## src/common/mrsd_pkg.sv

```systemverilog
// What this block does
// - Keep app retry count 0..6, default 0
// - Broadcast one copy, else count plus two
// - Retries on: flag asks receiver for ack
// - No ack in 200 ms: resend after jitter
// - Up to four MAC sends per attempt
// - No app retries for purged indirect messages
// - Min backoff exponent 0..3; zero skips the first delay
// - Clear channel sends; busy backs off, then drops
// - Discovery broadcast carries optional name
// - Discovery timeout 0x1..0xFC, default 0x19, sent
// - Replies after discovery end are discarded
// - Option bit 1 adds own reply entry
// - Each reply reports signal strength magnitude
// - Leave command mode on success, stay on error
// - Resolution errors on timeout or empty name
// - Request type 0x08 answers with type 0x88
// - Channel mask default 0x1FFE, bit n is 0x0B+n
// - Mask governs every active and energy scan
// - Scan time: channels times 2^exp times 15.36ms
// - Coordinator startup scans only for allowed reassignments
// - Role select: 0 end device, 1 coordinator
// - No vendor header disables unicast app retries and discovery
package mrsd_pkg;
  // Clock and timer base
  localparam int CLK_MHZ = 250;
  localparam int TICK_US = 10;
  localparam int TICK_CYC = CLK_MHZ * TICK_US;
  localparam int ACK_WAIT_MS = 200;
  localparam int ACK_WAIT_TICKS = ACK_WAIT_MS * 1000 / TICK_US;
  localparam int JITTER_MS = 48;
  localparam int JITTER_TICKS = JITTER_MS * 1000 / TICK_US;
  localparam int DISC_UNIT_MS = 100;
  localparam int DISC_UNIT_TICKS = DISC_UNIT_MS * 1000 / TICK_US;
  localparam int SCAN_UNIT_NS = 15360000;
  localparam int SCAN_UNIT_TICKS = SCAN_UNIT_NS / (TICK_US * 1000);
  localparam int BACKOFF_US = 320;
  localparam int BACKOFF_TICKS = BACKOFF_US / TICK_US;
  // Retry and access limits
  localparam logic [2:0] RETRY_MAX = 3'h6;
  localparam logic [2:0] MAC_TRIES = 3'h4;
  localparam logic [2:0] BE_CAP = 3'h5;
  localparam logic [2:0] CSMA_TRIES = 3'h4;
  // Discovery and resolution
  localparam logic [7:0] DTO_MIN = 8'h01;
  localparam logic [7:0] DTO_MAX = 8'hFC;
  localparam int OPT_SELF_BIT = 1;
  localparam logic [7:0] FT_CMD_REQ = 8'h08;
  localparam logic [7:0] FT_CMD_RESP = 8'h88;
  localparam logic [15:0] SHORT_NONE = 16'hFFFF;
  // Scan
  localparam logic [4:0] CHAN_BASE = 5'h0B;
  localparam logic [3:0] CHAN_LAST = 4'hF;
  // Header modes
  localparam logic [1:0] HM_VENDOR = 2'h0;
  localparam logic [1:0] HM_PLAIN_ACK = 2'h2;
  localparam logic [1:0] HM_VENDOR_NOACK = 2'h3;

  // Settings held by the block
  typedef struct packed {
    logic [2:0] retry;
    logic [1:0] be;
    logic [7:0] dto;
    logic [7:0] opts;
    logic [15:0] mask;
    logic [3:0] sd;
    logic coord;
    logic pan_re;
    logic ch_re;
    logic [1:0] hm;
  } mrsd_cfg_type;
  localparam mrsd_cfg_type CFG_RST = '{3'h0, 2'h0, 8'h19, 8'h00,
    16'h1FFE, 4'h4, 1'b0, 1'b0, 1'b0, 2'h0};

  // Discovery reply as received; rssi is signed dBm
  typedef struct packed {
    logic [63:0] ext_addr;
    logic [15:0] short_addr;
    logic [7:0] rssi;
  } mrsd_reply_type;

  // Discovery report entry
  typedef struct packed {
    logic [31:0] high;
    logic [31:0] low;
    logic [7:0] strength;
  } mrsd_report_type;
endpackage

```

## src/hw/mrsd_timer.sv

```systemverilog
`timescale 1ns/10ps
`default_nettype none
module mrsd_timer #(
  parameter int W = 26
) (
  // Clock and reset
  input wire logic clock_in,
  input wire logic rst_in,
  // Control
  input wire logic tick_in,
  input wire logic load_in,
  input wire logic [W-1:0] value_in,
  // Status
  output logic expired_out
);
  logic [W-1:0] cnt_ff; // Ticks left
  logic run_ff; // Armed

  // Load wins over the running count
  always_ff @(posedge clock_in or posedge rst_in) begin
    if (rst_in) begin
      cnt_ff <= '0;
      run_ff <= 1'b0;
    end else if (load_in) begin
      cnt_ff <= value_in;
      run_ff <= 1'b1;
    end else if (expired_out) begin
      run_ff <= 1'b0;
    end else if (run_ff && tick_in) begin
      cnt_ff <= cnt_ff - 1'b1;
    end
  end

  // One-cycle pulse when the count is used up
  assign expired_out = run_ff && (cnt_ff == '0);
endmodule // mrsd_timer
`default_nettype wire

```

## src/hw/mrsd_lfsr.sv

```systemverilog
`timescale 1ns/10ps
`default_nettype none
module mrsd_lfsr #(
  parameter logic [15:0] SEED = 16'hACE1
) (
  // Clock and reset
  input wire logic clock_in,
  input wire logic rst_in,
  // Random word
  output logic [15:0] value_out
);
  logic [15:0] q_ff; // Shift state, never all zero
  wire fb = q_ff[15] ^ q_ff[13] ^ q_ff[12] ^ q_ff[10];

  // Free-running maximal-length shift
  always_ff @(posedge clock_in or posedge rst_in) begin
    if (rst_in) begin
      q_ff <= SEED;
    end else begin
      q_ff <= {q_ff[14:0], fb};
    end
  end

  assign value_out = q_ff;
endmodule // mrsd_lfsr
`default_nettype wire

```

## src/hw/mrsd_top.sv

```systemverilog
`timescale 1ns/10ps
`default_nettype none
module mrsd_top
  import mrsd_pkg::*;
#(
  parameter int TICK_CYCLES = TICK_CYC
) (
  // Clock and reset
  input wire logic clock_in,
  input wire logic rst_in,
  // Settings
  input wire logic cfg_we_in,
  input wire mrsd_cfg_type cfg_in,
  output mrsd_cfg_type cfg_out,
  // Transmit request
  input wire logic tx_req_in,
  input wire logic tx_bcast_in,
  input wire logic tx_purged_in,
  output logic tx_busy_out,
  output logic tx_done_out,
  output logic tx_ok_out,
  // MAC and radio
  input wire logic cca_clear_in,
  input wire logic mac_done_in,
  input wire logic mac_acked_in,
  input wire logic app_ack_in,
  output logic mac_send_out,
  output logic ack_request_out,
  // Discovery and name resolution
  input wire logic discover_nodes_in,
  input wire logic resolve_node_name_in,
  input wire logic [7:0] frame_type_in,
  input wire logic [4:0] name_len_in,
  input wire mrsd_reply_type self_in,
  input wire logic reply_valid_in,
  input wire mrsd_reply_type reply_in,
  output logic disc_req_out,
  output logic [7:0] disc_timeout_out,
  output logic disc_named_out,
  output logic report_valid_out,
  output mrsd_report_type report_out,
  output logic disc_busy_out,
  output logic disc_done_out,
  output logic resp_valid_out,
  output logic resp_ok_out,
  output logic [7:0] resp_frame_type_out,
  output logic cmd_mode_exit_out,
  output logic [31:0] dest_addr_high_out,
  output logic [31:0] dest_addr_low_out,
  // Scans
  input wire logic active_scan_cmd_in,
  input wire logic energy_scan_cmd_in,
  input wire logic assoc_start_in,
  input wire logic coord_start_in,
  output logic scan_busy_out,
  output logic scan_energy_out,
  output logic scan_dwell_out,
  output logic [4:0] scan_channel_out,
  output logic scan_done_out
);
  localparam int TW = 26; // Wide enough for the longest scan dwell

  ////////////////////////////////////////////////////////////////////
  // Tick prescaler and random source
  logic [11:0] pre_ff; // Cycle count within one tick
  logic tick_ff; // One pulse per tick
  logic [15:0] rnd; // Random word
  wire pre_wrap = (pre_ff == 12'(TICK_CYCLES - 1));

  // All slow timers share this tick to save counter width
  always_ff @(posedge clock_in or posedge rst_in) begin
    if (rst_in) begin
      pre_ff <= 12'h000;
      tick_ff <= 1'b0;
    end else begin
      pre_ff <= pre_wrap ? 12'h000 : pre_ff + 12'h001;
      tick_ff <= pre_wrap;
    end
  end

  mrsd_lfsr #(.SEED(16'hACE1)) u_rnd (
    .clock_in(clock_in),
    .rst_in(rst_in),
    .value_out(rnd)
  );

  ////////////////////////////////////////////////////////////////////
  // Settings
  mrsd_cfg_type cfg_ff; // Held settings
  mrsd_cfg_type nxt_cfg; // Clamped write value

  // Out-of-range writes are clamped to the nearest legal value
  always_comb begin
    nxt_cfg = cfg_in;
    if (cfg_in.retry > RETRY_MAX) begin
      nxt_cfg.retry = RETRY_MAX;
    end
    if (cfg_in.dto < DTO_MIN) begin
      nxt_cfg.dto = DTO_MIN;
    end else if (cfg_in.dto > DTO_MAX) begin
      nxt_cfg.dto = DTO_MAX;
    end
  end

  // Reset gives the documented defaults
  always_ff @(posedge clock_in or posedge rst_in) begin
    if (rst_in) begin
      cfg_ff <= CFG_RST;
    end else if (cfg_we_in) begin
      cfg_ff <= nxt_cfg;
    end
  end

  assign cfg_out = cfg_ff;
  wire vendor_hdr = (cfg_ff.hm == HM_VENDOR) || (cfg_ff.hm == HM_VENDOR_NOACK);
  wire mac_rty_ok = (cfg_ff.hm == HM_VENDOR) || (cfg_ff.hm == HM_PLAIN_ACK);

  ////////////////////////////////////////////////////////////////////
  // Transmit retry and channel access
  typedef enum logic [7:0] {
    TX_IDLE = 8'h01,
    TX_ARM = 8'h02,
    TX_BACKOFF = 8'h04,
    TX_CCA = 8'h08,
    TX_SEND = 8'h10,
    TX_MACWAIT = 8'h20,
    TX_ACKWAIT = 8'h40,
    TX_JITTER = 8'h80
  } mrsd_tx_type;

  mrsd_tx_type tx_st_ff, nxt_tx; // Transmit state
  logic [2:0] left_ff, nxt_left; // App attempts still allowed
  logic [2:0] mtry_ff, nxt_mtry; // MAC sends done in attempt
  logic [2:0] csma_ff, nxt_csma; // Busy channel checks
  logic [2:0] be_ff, nxt_be; // Current backoff exponent
  logic bcast_ff, nxt_bcast; // Frame is a broadcast
  logic ackreq_ff, nxt_ackreq; // Ask receiver for an ack
  logic send, fin, fin_ok, tload; // Step strobes
  logic [TW-1:0] tval; // Timer load value
  logic t_exp; // Transmit timer done
  logic cca_s1_ff, cca_s2_ff; // Channel-clear synchroniser

  // Channel-clear comes from the radio front end
  always_ff @(posedge clock_in or posedge rst_in) begin
    if (rst_in) begin
      cca_s1_ff <= 1'b0;
      cca_s2_ff <= 1'b0;
    end else begin
      cca_s1_ff <= cca_clear_in;
      cca_s2_ff <= cca_s1_ff;
    end
  end

  // Attempt sizing and random delays
  wire uc_rty = vendor_hdr && !tx_purged_in;
  wire [2:0] bc_extra = (cfg_ff.retry == 3'h0) ? 3'h0 : cfg_ff.retry + 3'h1;
  wire [2:0] uc_extra = uc_rty ? cfg_ff.retry : 3'h0;
  wire [2:0] mac_lim = mac_rty_ok ? MAC_TRIES : 3'h1;
  wire [2:0] be_min = {1'b0, cfg_ff.be};
  wire [4:0] bo_mask = 5'((6'h01 << be_ff) - 6'h01);
  wire [4:0] bo_slots = rnd[4:0] & bo_mask;
  wire [TW-1:0] bo_val = TW'(bo_slots) * TW'(BACKOFF_TICKS);
  wire [12:0] jit_raw = rnd[12:0];
  wire [12:0] jit_lim = 13'(JITTER_TICKS);
  wire [12:0] jit = (jit_raw > jit_lim) ? jit_raw - jit_lim : jit_raw;
  wire acked = bcast_ff || mac_acked_in;

  // Next-state logic; counters follow the state
  always_comb begin
    nxt_tx = tx_st_ff;
    nxt_left = left_ff;
    nxt_mtry = mtry_ff;
    nxt_csma = csma_ff;
    nxt_be = be_ff;
    nxt_bcast = bcast_ff;
    nxt_ackreq = ackreq_ff;
    send = 1'b0;
    fin = 1'b0;
    fin_ok = 1'b0;
    tload = 1'b0;
    tval = bo_val;
    case (tx_st_ff)
      TX_IDLE: begin
        if (tx_req_in) begin
          nxt_bcast = tx_bcast_in;
          nxt_left = tx_bcast_in ? bc_extra : uc_extra;
          nxt_ackreq = !tx_bcast_in && (uc_extra != 3'h0);
          nxt_mtry = 3'h0;
          nxt_csma = 3'h0;
          nxt_be = be_min;
          nxt_tx = TX_ARM;
        end
      end
      TX_ARM: begin
        // Exponent zero skips the first delay entirely
        if (be_ff == 3'h0) begin
          nxt_tx = TX_CCA;
        end else begin
          tload = 1'b1;
          nxt_tx = TX_BACKOFF;
        end
      end
      TX_BACKOFF: begin
        if (t_exp) begin
          nxt_tx = TX_CCA;
        end
      end
      TX_CCA: begin
        if (cca_s2_ff) begin
          nxt_tx = TX_SEND;
        end else if (csma_ff == CSMA_TRIES - 3'h1) begin
          fin = 1'b1;
          nxt_tx = TX_IDLE;
        end else begin
          nxt_csma = csma_ff + 3'h1;
          nxt_be = (be_ff == BE_CAP) ? BE_CAP : be_ff + 3'h1;
          nxt_tx = TX_ARM;
        end
      end
      TX_SEND: begin
        send = 1'b1;
        nxt_tx = TX_MACWAIT;
      end
      TX_MACWAIT: begin
        if (mac_done_in) begin
          nxt_csma = 3'h0;
          nxt_be = be_min;
          if (!acked && (mtry_ff < mac_lim - 3'h1)) begin
            nxt_mtry = mtry_ff + 3'h1;
            nxt_tx = TX_ARM;
          end else if (!acked) begin
            if (left_ff != 3'h0) begin
              nxt_left = left_ff - 3'h1;
              tload = 1'b1;
              tval = TW'(jit);
              nxt_tx = TX_JITTER;
            end else begin
              fin = 1'b1;
              nxt_tx = TX_IDLE;
            end
          end else if (bcast_ff && (left_ff != 3'h0)) begin
            // Broadcast copies expect no acknowledgment
            nxt_left = left_ff - 3'h1;
            nxt_mtry = 3'h0;
            nxt_tx = TX_ARM;
          end else if (ackreq_ff) begin
            tload = 1'b1;
            tval = TW'(ACK_WAIT_TICKS);
            nxt_tx = TX_ACKWAIT;
          end else begin
            fin = 1'b1;
            fin_ok = 1'b1;
            nxt_tx = TX_IDLE;
          end
        end
      end
      TX_ACKWAIT: begin
        if (app_ack_in) begin
          fin = 1'b1;
          fin_ok = 1'b1;
          nxt_tx = TX_IDLE;
        end else if (t_exp && (left_ff != 3'h0)) begin
          nxt_left = left_ff - 3'h1;
          tload = 1'b1;
          tval = TW'(jit);
          nxt_tx = TX_JITTER;
        end else if (t_exp) begin
          fin = 1'b1;
          nxt_tx = TX_IDLE;
        end
      end
      TX_JITTER: begin
        if (t_exp) begin
          nxt_mtry = 3'h0;
          nxt_tx = TX_ARM;
        end
      end
      default: begin
        nxt_tx = TX_IDLE;
      end
    endcase
  end

  // Transmit registers
  always_ff @(posedge clock_in or posedge rst_in) begin
    if (rst_in) begin
      tx_st_ff <= TX_IDLE;
      left_ff <= 3'h0;
      mtry_ff <= 3'h0;
      csma_ff <= 3'h0;
      be_ff <= 3'h0;
      bcast_ff <= 1'b0;
      ackreq_ff <= 1'b0;
      mac_send_out <= 1'b0;
      tx_done_out <= 1'b0;
      tx_ok_out <= 1'b0;
    end else begin
      tx_st_ff <= nxt_tx;
      left_ff <= nxt_left;
      mtry_ff <= nxt_mtry;
      csma_ff <= nxt_csma;
      be_ff <= nxt_be;
      bcast_ff <= nxt_bcast;
      ackreq_ff <= nxt_ackreq;
      mac_send_out <= send;
      tx_done_out <= fin;
      tx_ok_out <= fin_ok;
    end
  end

  mrsd_timer #(.W(TW)) u_tx_tmr (
    .clock_in(clock_in),
    .rst_in(rst_in),
    .tick_in(tick_ff),
    .load_in(tload),
    .value_in(tval),
    .expired_out(t_exp)
  );

  assign tx_busy_out = (tx_st_ff != TX_IDLE);
  assign ack_request_out = ackreq_ff && tx_busy_out;

  ////////////////////////////////////////////////////////////////////
  // Node discovery and name resolution
  logic d_run_ff; // Window open
  logic d_res_ff; // Operation is a resolution
  logic d_api_ff; // Resolution came as a command frame
  logic d_exp; // Window closed
  wire d_start = discover_nodes_in || resolve_node_name_in;
  wire d_go = !d_run_ff && d_start;
  wire d_api = (frame_type_in == FT_CMD_REQ);
  wire d_bad = !vendor_hdr || (resolve_node_name_in && (name_len_in == 5'h00));
  wire d_open = d_go && !d_bad;
  wire d_self = d_open && !resolve_node_name_in && cfg_ff.opts[OPT_SELF_BIT];
  wire d_hit = d_run_ff && reply_valid_in;
  wire d_res_ok = d_hit && d_res_ff;
  wire d_res_err = (d_go && d_bad && resolve_node_name_in) || (d_exp && d_run_ff && d_res_ff);
  wire d_end = d_res_ok || (d_exp && !d_res_ff) || (d_go && d_bad && !resolve_node_name_in);
  wire [TW-1:0] d_win = TW'(cfg_ff.dto) * TW'(DISC_UNIT_TICKS);
  mrsd_reply_type d_src; // Entry being reported
  assign d_src = d_self ? self_in : reply_in;
  wire d_short = (d_src.short_addr != SHORT_NONE);
  wire [31:0] d_high = d_short ? 32'h0000_0000 : d_src.ext_addr[63:32];
  wire [31:0] d_low = d_short ? {16'h0000, d_src.short_addr} : d_src.ext_addr[31:0];
  wire [7:0] d_mag = d_self ? 8'h00 : 8'h00 - d_src.rssi;

  // Operation state; replies outside a window are ignored
  always_ff @(posedge clock_in or posedge rst_in) begin
    if (rst_in) begin
      d_run_ff <= 1'b0;
      d_res_ff <= 1'b0;
      d_api_ff <= 1'b0;
    end else if (d_open) begin
      d_run_ff <= 1'b1;
      d_res_ff <= resolve_node_name_in;
      d_api_ff <= d_api;
    end else if (d_end || d_res_err) begin
      d_run_ff <= 1'b0;
    end
  end

  // Request broadcast and report outputs
  always_ff @(posedge clock_in or posedge rst_in) begin
    if (rst_in) begin
      disc_req_out <= 1'b0;
      disc_timeout_out <= 8'h00;
      disc_named_out <= 1'b0;
      report_valid_out <= 1'b0;
      report_out <= '0;
      disc_done_out <= 1'b0;
    end else begin
      disc_req_out <= d_open;
      disc_timeout_out <= d_open ? cfg_ff.dto : disc_timeout_out;
      disc_named_out <= d_open ? (name_len_in != 5'h00) : disc_named_out;
      report_valid_out <= d_self || (d_hit && !d_res_ff);
      report_out <= '{d_high, d_low, d_mag};
      disc_done_out <= d_end && !d_res_ok;
    end
  end

  // Resolution answer and destination update
  always_ff @(posedge clock_in or posedge rst_in) begin
    if (rst_in) begin
      resp_valid_out <= 1'b0;
      resp_ok_out <= 1'b0;
      resp_frame_type_out <= 8'h00;
      cmd_mode_exit_out <= 1'b0;
      dest_addr_high_out <= 32'h0000_0000;
      dest_addr_low_out <= 32'h0000_0000;
    end else begin
      resp_valid_out <= d_res_ok || d_res_err;
      resp_ok_out <= d_res_ok;
      resp_frame_type_out <= (d_run_ff ? d_api_ff : d_api) ? FT_CMD_RESP : 8'h00;
      cmd_mode_exit_out <= d_res_ok && !d_api_ff;
      if (d_res_ok && !d_api_ff) begin
        dest_addr_high_out <= d_high;
        dest_addr_low_out <= d_low;
      end
    end
  end

  mrsd_timer #(.W(TW)) u_d_tmr (
    .clock_in(clock_in),
    .rst_in(rst_in),
    .tick_in(tick_ff),
    .load_in(d_open),
    .value_in(d_win),
    .expired_out(d_exp)
  );

  assign disc_busy_out = d_run_ff;

  ////////////////////////////////////////////////////////////////////
  // Channel scan
  typedef enum logic [2:0] {
    SC_IDLE = 3'h1,
    SC_PICK = 3'h2,
    SC_DWELL = 3'h4
  } mrsd_scan_type;

  mrsd_scan_type sc_st_ff; // Scan state
  logic [3:0] ch_ff; // Mask bit under test
  logic pend_ff; // Energy scan follows active scan
  logic s_exp; // Dwell over
  wire is_coord = cfg_ff.coord;
  wire cs_go = coord_start_in && is_coord;
  wire s_act = active_scan_cmd_in || (assoc_start_in && !is_coord) || (cs_go && cfg_ff.pan_re);
  wire s_en = energy_scan_cmd_in || (cs_go && !cfg_ff.pan_re && cfg_ff.ch_re);
  wire s_none = cs_go && !cfg_ff.pan_re && !cfg_ff.ch_re;
  wire s_idle = (sc_st_ff == SC_IDLE);
  wire s_on = cfg_ff.mask[ch_ff];
  wire s_last = (ch_ff == CHAN_LAST);
  wire s_step = ((sc_st_ff == SC_PICK) && !s_on) || ((sc_st_ff == SC_DWELL) && s_exp);
  wire s_load = (sc_st_ff == SC_PICK) && s_on;
  wire [TW-1:0] s_dwell = TW'(SCAN_UNIT_TICKS) << cfg_ff.sd;

  // Walks the mask one channel at a time, dwelling on enabled ones
  always_ff @(posedge clock_in or posedge rst_in) begin
    if (rst_in) begin
      sc_st_ff <= SC_IDLE;
      ch_ff <= 4'h0;
      pend_ff <= 1'b0;
      scan_energy_out <= 1'b0;
      scan_channel_out <= CHAN_BASE;
      scan_done_out <= 1'b0;
    end else begin
      scan_done_out <= 1'b0;
      case (sc_st_ff)
        SC_IDLE: begin
          ch_ff <= 4'h0;
          if (s_act || s_en) begin
            scan_energy_out <= !s_act;
            pend_ff <= cs_go && cfg_ff.pan_re && cfg_ff.ch_re;
            sc_st_ff <= SC_PICK;
          end else if (s_none) begin
            scan_done_out <= 1'b1;
          end
        end
        SC_PICK: begin
          if (s_on) begin
            scan_channel_out <= CHAN_BASE + 5'(ch_ff);
            sc_st_ff <= SC_DWELL;
          end
        end
        SC_DWELL: begin
          if (s_exp) begin
            sc_st_ff <= SC_PICK;
          end
        end
        default: begin
          sc_st_ff <= SC_IDLE;
        end
      endcase
      if (s_step && !s_last) begin
        ch_ff <= ch_ff + 4'h1;
      end else if (s_step && pend_ff) begin
        // Coordinator startup chains the energy scan
        pend_ff <= 1'b0;
        scan_energy_out <= 1'b1;
        ch_ff <= 4'h0;
        sc_st_ff <= SC_PICK;
      end else if (s_step) begin
        scan_done_out <= 1'b1;
        sc_st_ff <= SC_IDLE;
      end
    end
  end

  mrsd_timer #(.W(TW)) u_s_tmr (
    .clock_in(clock_in),
    .rst_in(rst_in),
    .tick_in(tick_ff),
    .load_in(s_load),
    .value_in(s_dwell),
    .expired_out(s_exp)
  );

  assign scan_busy_out = !s_idle;
  assign scan_dwell_out = (sc_st_ff == SC_DWELL);
endmodule // mrsd_top
`default_nettype wire

```

## config.mk

```make
export PLATFORM = sky130hd
export DESIGN_NAME = mrsd_top
export DESIGN_NICKNAME = d
export VERILOG_FILES = /design/src/common/mrsd_pkg.sv /design/src/hw/mrsd_timer.sv /design/src/hw/mrsd_lfsr.sv /design/src/hw/mrsd_top.sv
export SDC_FILE = /design/constraint.sdc
export NUM_CORES = 1
export LEC_CHECK = 0
export ABC_AREA = 1
export BUFFER_PORTS_ARGS = -buffer_cell sky130_fd_sc_hd__buf_2
export CAP_MARGIN = 20
export CORE_UTILIZATION = 50
export DETAILED_ROUTE_END_ITERATION = 10
export PLACE_DENSITY_LB_ADDON = 0.05
export SLEW_MARGIN = 20
export SYNTH_ARGS = -nofsm -noshare
export SYNTH_HDL_FRONTEND = slang
export SYNTH_HIERARCHICAL = 1
export SYNTH_SLANG_ARGS = --single-unit
```

## constraint.sdc

```tcl
create_clock -name clock_in -period 7.9 [get_ports clock_in]
set_clock_uncertainty 0.05 [all_clocks]
set_input_delay 0.79 -clock clock_in [delete_from_list [all_inputs] [get_ports clock_in]]
set_output_delay 0.79 -clock clock_in [all_outputs]
set_load 0.02 [all_outputs]
```

==> run summary, run 1 <==
Setup WS post-layout: 3.27 ns
Setup TNS: 0 ns
FF+latch count, synth: 353
Final Hold Vio Count: 0
Vias in the first global route: 18,500
Cells after DPL: 3,601
Multi-input logic area: 0.0100 mm2
CP Data Arrival Time: 4.97 ns
CP cell instances: xnor2_2 > nand3_2 > nor2_2 > nand2_4 > nand2_1 > nand2_1 > nor2_1 > nand2_1 > nor2_2 > and2_1 > a21oi_2
Number of DRC markers in iteration 0: 1,425
GR Overflow Total: 0
Outcome: finished, final reports clean
Synth unique cells: 59
MaxCap Viol Count: 0
Hold Crit Class: in -> reg
Hold path depth: 1
Yosys warning count: 6
PostCTS Resize Cnt: 0
Setup Viol. Count Final: 0
Power Total: 7370 uW
Share of post-route cells with drive strength above 1: 21.6%
Setup CP Type: reg -> reg
Initial antenna violation count: 14
CTS tree: built
Crit path largest cell delay: 0.81 ns
Detailed Place HPWL: 47.9 mm
Via/cell ratio: 5.21
Sw frac: 41.9%
Reg clk slew, reported paths: 0.06 ns
R2R depth: 11
FF/Latch Area: 0.00887 mm2
Cell mode on critical path: nand2_1
Worst R2R Start: cfg_out[0]$_DFFE_PP0P_
Yosys top cell area share: 39.8%
Root buf cell: clkbuf_16
Post-CTS Setup Inserts: 0
Largest net degree at the start of global routing: 100
# IOs: 472
Synth top area cells: dfrtp_1, nand2_1, inv_1
Worst vdd ir: 0.206 mV
Gate Count Post-Synth: 2,657
Slowest-stage cell, CP: and2_1
Via count: 19,200
RSZ-0062 raised after global routing: false
PwrDens: 301 mW/mm2
Min-delay src: cca_clear_in
CP endpoint kind: flop
Die ar.: 0.0416 mm2
Worst EP required: 8.24 ns
Post-synthesis cell area: 0.0204 mm2
DRT Wirelength: 64.1 mm
Total Routing Usage GR: 30.9%
FF-to-FF setup slack: 3.27 ns
Fin crit period: 4.63 ns
Avg Cell Area, Syn: 7.68 um2
Worst-Margin Slew: 1.03 ns
CP max FO: 20
Post-Layout Cell Count: 3,683
Fillers: 3,689
Max-slew violation count: 0
# DRC: 0
Clock power frac: 27.2%
Routed WL per cell: 17.4 um
P_leak: 0.0135 uW
Htree depth: 2
Core Region: 0.0400 mm2
Clk_lat worst skew: 0.58 ns
Pre-CTS setup slack: 3.42 ns
Synth area leader: dfrtp_1
Setup crit start kind: flop
Sequential share of power: 34.0%
P_sw: 3090 uW
Post-DRT Antenna Nets: 0
Clock sinks: 353
Area grow syn2layout: 20.2%
Sequential area share after synthesis: 43.5%
P_int: 4280 uW
Slew headroom: 30.7%
Hold EP: cca_s1_ff$_DFF_PP0_
Input/output buffers: 464
Die X: 204 um
First-pass GRT wire length: 100 mm
Initial Util: 51.0%
Fmax: 0.216 GHz
DR pass1 iterations: 5
Clock Path Buffers: 3
Die Span Y: 204 um
Nets: 3,442
Final period util: 58.6%
FP Rows: 73
Routability congestion estimate: 0.932
Cts bufs inserted: 41
Hold_buf cts: 0
Crit Reg-Reg Endpoint: report_out[9]$_DFF_PP0_
Combinational Power Share: 38.9%
power groups by stage:
stage / Clock, uW / Sequential [uW] / Combinational (uW)
after floorplan: 0 / 2570 / 2010
after global placement: 0 / 2510 / 2780
after detailed placement: 0 / 2520 / 2840
after CTS: 2040 / 2500 / 2860
after global routing: 2120 / 2550 / 3270
final: 2000 / 2500 / 2870
worst max-delay path by stage:
stage                                      endpoint  cells after the start                      startpoint  slack [ns]
detailed placement  u_tx_tmr/cnt_ff[23]$_DFFE_PP0P_                     21  u_tx_tmr/cnt_ff[0]$_DFFE_PP0P_        3.42
finish                      report_out[9]$_DFF_PP0_                     11          cfg_out[0]$_DFFE_PP0P_        3.27
global placement     u_tx_tmr/cnt_ff[0]$_DFFE_PP0P_                     21  u_tx_tmr/cnt_ff[0]$_DFFE_PP0P_        3.42
floorplan                     ackreq_ff$_DFFE_PP0P_                      1                          rst_in        0.05
CTS                 u_tx_tmr/cnt_ff[14]$_DFFE_PP0P_                     21  u_tx_tmr/cnt_ff[0]$_DFFE_PP0P_        3.39
global route        u_tx_tmr/cnt_ff[12]$_DFFE_PP0P_                     21  u_tx_tmr/cnt_ff[0]$_DFFE_PP0P_        2.90
layout by cell type, fill, tap and decap left out, types with 6 or more instances in the layout:
master,instances
mux2i_1,65
dfrtp_1,324
a21oi_2,10
nand3_1,159
clkbuf_8,12
conb_1,35
xor2_1,29
buf_2,464
diode_2,6
ha_1,59
nor2_1,235
nand4_1,39
nor3_1,36
clkbuf_16,42
or2_2,11
clkbuf_1,9
nor2_4,34
a21o_1,7
dfstp_2,29
fa_1,12
inv_1,280
buf_4,8
a21oi_1,65
nand2_2,10
o21ai_0,132
nor2_2,20
nand2_1,925
o31ai_1,8
cell families (layout without fill, tap and decap cells):
group / Yosys count / count (layout) / share of synthesized area (%)
compound gates: 259 / 259 / 7.17
buf+inv: 380 / 841 / 8.17
mux: 65 / 65 / 3.19
simple gates: 1495 / 1495 / 31.7
flops: 353 / 353 / 43.5
fa+ha+maj: 71 / 71 / 4.80
xor+xnor: 33 / 33 / 1.45
other cells: 1 / 41 / 0.0184
layer usage:
metal | vias to the layer above | GRT usage [%] | wire [um]
met4 | 12 | 9.09 | 1760
met2 | 649 | 48.6 | 28900
met5 | - | 0 | 70
li1 | 9318 | - | -
met3 | 118 | 9.36 | 5940
met1 | 9099 | 40.9 | 27500
Yosys cell counts (all sizes together):
master / count
a21boi: 1
and2: 5
clkbuf: 42
o21ai: 137
buf: 48
inv: 287
fa: 12
nor2: 289
a31oi: 2
a22oi: 2
dfrtp: 324
mux2i: 65
a21o: 7
a211oi: 3
or4: 1
xor2: 29
o21a: 3
or2: 11
o211ai: 5
o31ai: 8
nand3: 163
dfstp: 29
nand2: 941
and3: 2
ha: 59
nor4: 7
a31o: 1
o311ai: 3
o21bai: 4
o32ai: 1
xnor2: 4
a21oi: 75
nand4: 40
a2111oi: 1
o22ai: 5
o2111ai: 1
conb: 1
clkinv: 3
nor3: 36
stage by stage:
| stage | area [um2] | utilization, % | hold slack, ns |
|---|---|---|---|
| floorplan | 20500 | - | 0.281 |
| global placement | 23000 | 57.6 | 0.282 |
| detailed placement | 23100 | 57.7 | 0.292 |
| CTS | 24500 | 61.2 | 0.264 |
| global route | 24500 | 61.3 | 0.268 |
| finish | 24500 | 61.3 | 0.292 |
final cells by class:
type	instances	area share [%]
multi-input cells	1958	40.8
diodes	6	0.0613
inverters	290	4.50
flip-flops and latches	353	36.2
well taps	525	2.68
clock inverters	13	0.720
repair buffers	475	9.92
clock buffers	63	5.10
worst max-delay path, delay by kind of cell, from the launching register on:
| family | cells | cell delay, ns |
|---|---|---|
| and+or+nand+nor | 9 | 3.13 |
| AOI/OAI and AO/OA | 1 | 0.17 |
| DFF | 1 | 0.46 |
| xor gates and xnor gates | 1 | 0.60 |
flip-flops by register name, summed over array words and instances (netlist names), 3 cells and up:
register            cells
u_d_tmr/cnt_ff         26
sc_st_ff                3
cfg_out                45
ch_ff                   4
mtry_ff                 3
dest_addr_low_out      32
left_ff                 3
dest_addr_high_out     32
disc_timeout_out        8
u_s_tmr/cnt_ff         26
report_out             72
scan_channel_out        5
be_ff                   3
pre_ff                 12
u_tx_tmr/cnt_ff        26
tx_st_ff                8
u_rnd/value_out        16
csma_ff                 3
Power figures use the tool's default switching activity.
==> run 2: changes to the inputs <==
clock period = 4 ns   (was 7.9 ns; I/O delays follow)
==> run 2 against run 1 <==
  * Sequential share of layout area down 0.94 points
  * Via count increased by 1.0%
  * Worst setup slack got worse by 3.1 ns
  * Power grew 100%
  * Critical path type unchanged
  * Fmax up 21%
==> run summary, run 2 (synthesis gave the netlist of run 1 again) <==
Routability congestion estimate: 0.920 (-1.2%)
Cts bufs inserted: 41 (unchanged)
Cell mode on critical path: nand2_1
Die Span Y: 204 um (unchanged)
Post-CTS Setup Inserts: 0 (unchanged)
Setup crit start kind: flop
Core Region: 0.0400 mm2 (unchanged)
Worst-Margin Slew: 0.903 ns (-0.123 ns)
Total Routing Usage GR: 30.8% (-0.081 points)
Via count: 19,400 (+1.0%)
Crit path largest cell delay: 0.56 ns (-0.25 ns)
Hold EP: is_coord$_DFFE_PP0P_
CP endpoint kind: flop
Root buf cell: clkbuf_16
Fmax: 0.262 GHz (+21%)
Outcome: finished, final reports clean
Min-delay src: cfg_in[4]
Area grow syn2layout: 23.4%
Number of DRC markers in iteration 0: 1,478 (+3.7%)
P_leak: 0.0138 uW (+2.1%)
Setup TNS: 0 ns (unchanged)
Worst vdd ir: 0.330 mV (+60%)
PwrDens: 587 mW/mm2 (+95%)
RSZ-0062 raised after global routing: false
Setup Viol. Count Final: 0 (unchanged)
Die ar.: 0.0416 mm2 (unchanged)
Die X: 204 um (unchanged)
Hold path depth: 3 (+2)
Routed WL per cell: 17.3 um (-0.91%)
Crit Reg-Reg Endpoint: u_d_tmr/cnt_ff[18]$_DFFE_PP0P_
FF/Latch Area: 0.00887 mm2 (unchanged)
Hold Crit Class: in -> reg
CP max FO: 3 (-85%)
Post-Layout Cell Count: 3,748 (+1.8%)
Clock sinks: 353 (unchanged)
Initial antenna violation count: 20 (+6)
Commonest non-fill, non-tap cell in the layout: nand2_1
CP cell instances: fa_1 > fa_1 > ha_1 > inv_1 > fa_1 > inv_1 > ha_4 > nand2_2 > nor2_2 > a2111oi_4 > nor2_1 > o21ai_1 > nand2_1 > xor2_1 > nand2_1 > nand2_1 > nand2_1 > nand2_1
Detailed Place HPWL: 48.6 mm (+1.3%)
FP Rows: 73 (unchanged)
# IOs: 472 (unchanged)
DRT Wirelength: 64.7 mm (+0.84%)
Clk_lat worst skew: 0.58 ns (about the same)
Most frequent cells in the layout: nand2_1, buf_2, dfrtp_1
Input/output buffers: 464 (unchanged)
DR pass1 iterations: 6 (+1)
Biggest register: report_out
First-pass GRT wire length: 100 mm (-0.19%)
R2R depth: 18 (+7)
Reg clk slew, reported paths: 0.06 ns (about the same)
Via/cell ratio: 5.18 (-0.71%)
Final period util: 95.5% (+37 points)
Slew headroom: 39.3% (+8.5 points)
CTS tree: built
Clock Path Buffers: 3 (unchanged)
Max FFs per register: 72 (unchanged)
Largest net degree at the start of global routing: 95 (-5.0%)
CP Data Arrival Time: 4.23 ns (-0.74 ns)
Fin crit period: 3.82 ns (-0.811 ns)
Slowest-stage cell, CP: fa_1
Multi-input logic area: 0.0101 mm2 (+0.59%)
Vias in the first global route: 18,700 (+1.3%)
Share of post-route cells with drive strength above 1: 22.2% (+0.65 points)
Final hold slack: 0.0164 ns (-0.275 ns)
Setup CP Type: reg -> reg
Max-slew violation count: 0 (unchanged)
# DRC: 0 (unchanged)
Worst EP required: 4.41 ns (-3.83 ns)
Initial Util: 51.0% (unchanged)
Cells after DPL: 3,627 (+0.72%)
GR Overflow Total: 0 (unchanged)
Worst R2R Start: cfg_out[40]$_DFFE_PP0P_
Fillers: 3,603 (-2.3%)
FF-to-FF setup slack: 0.18 ns (-3.09 ns)
Htree depth: 2 (unchanged)
Final Hold Vio Count: 0 (unchanged)
MaxCap Viol Count: 0 (unchanged)
Post-DRT Antenna Nets: 0 (unchanged)
Nets: 3,503 (+1.8%)
run 2: changes by cell type in the layout (fill, tap and decap cells not counted), sizes merged:
cell,before,now
buf,475,501
clkinvlp,1,4
inv,289,287
clkinv,10,11
dlygate4sd3,0,35
diode,6,10
clkbuf,63,59
bufinv,3,5
run 2: final cells by class:
| class | count | share of cell area (%) |
|---|---|---|
| diodes | 10 | 0.0994 |
| well taps | 525 | 2.61 |
| multi-input cells | 1958 | 40.0 |
| flip-flops and latches | 353 | 35.2 |
| repair buffers | 536 | 12.0 |
| inverters | 290 | 4.37 |
| clock buffers | 59 | 4.70 |
| clock inverters | 17 | 0.969 |
run 2: worst max path at each step:
stage,from,to,cells after the start
2_1_floorplan,cfg_out[38]$_DFFE_PP0P_,u_d_tmr/cnt_ff[18]$_DFFE_PP0P_,18
3_3_place_gp,cfg_out[38]$_DFFE_PP0P_,u_d_tmr/cnt_ff[18]$_DFFE_PP0P_,18
3_5_place_dp,cfg_out[38]$_DFFE_PP0P_,u_d_tmr/cnt_ff[21]$_DFFE_PP0P_,18
4_1_cts,cfg_out[38]$_DFFE_PP0P_,u_d_tmr/cnt_ff[21]$_DFFE_PP0P_,18
5_1_grt,cfg_out[40]$_DFFE_PP0P_,u_d_tmr/cnt_ff[18]$_DFFE_PP0P_,18
6_report,cfg_out[40]$_DFFE_PP0P_,u_d_tmr/cnt_ff[18]$_DFFE_PP0P_,18
run 2: power by group:
part           internal (uW)  switching [uW]  leakage [uW]
Sequential              4250             685       0.00454
Clock                   2390            1590      0.000694
Combinational           1990            3870       0.00856
Total                   8630            6140        0.0138
run 2: worst max-delay path, delay by kind of cell, from the launching register on:
kind	cells	cell delay, ns
simple gates	8	0.51
flops	1	0.40
buf+inv	2	0.11
compound gates	2	0.50
fa+ha+maj	5	2.00
xor+xnor	1	0.14
run 2: per-layer routing:
layer / vias to the layer above / track usage [%] / wire length (um)
met2: 702 / 48.1 / 29500
li1: 9448 / - / -
met4: 16 / 12.7 / 2390
met5: - / 0 / 95
met3: 136 / 8.58 / 5470
met1: 9094 / 40.2 / 27200
run 2: per-stage QoR:
step                      utilization, %  power [uW]  area, um2  worst slack [ns]
after CTS                           62.7       14700      25100           0.00447
after detailed placement            58.3       10700      23300           0.00929
after global routing                62.9       15800      25200           0.00604
after floorplan                        -        9070      20500            0.0119
final                               62.9       14800      25200             0.181
after global placement              58.2       10500      23300            0.0603
run 2: timing repair:
item                       in CTS  in global routing
setup endpoints to repair       0                  4
hold endpoints to repair      108                  0
hold buffers                   35                  0
gates resized for setup         0                 11
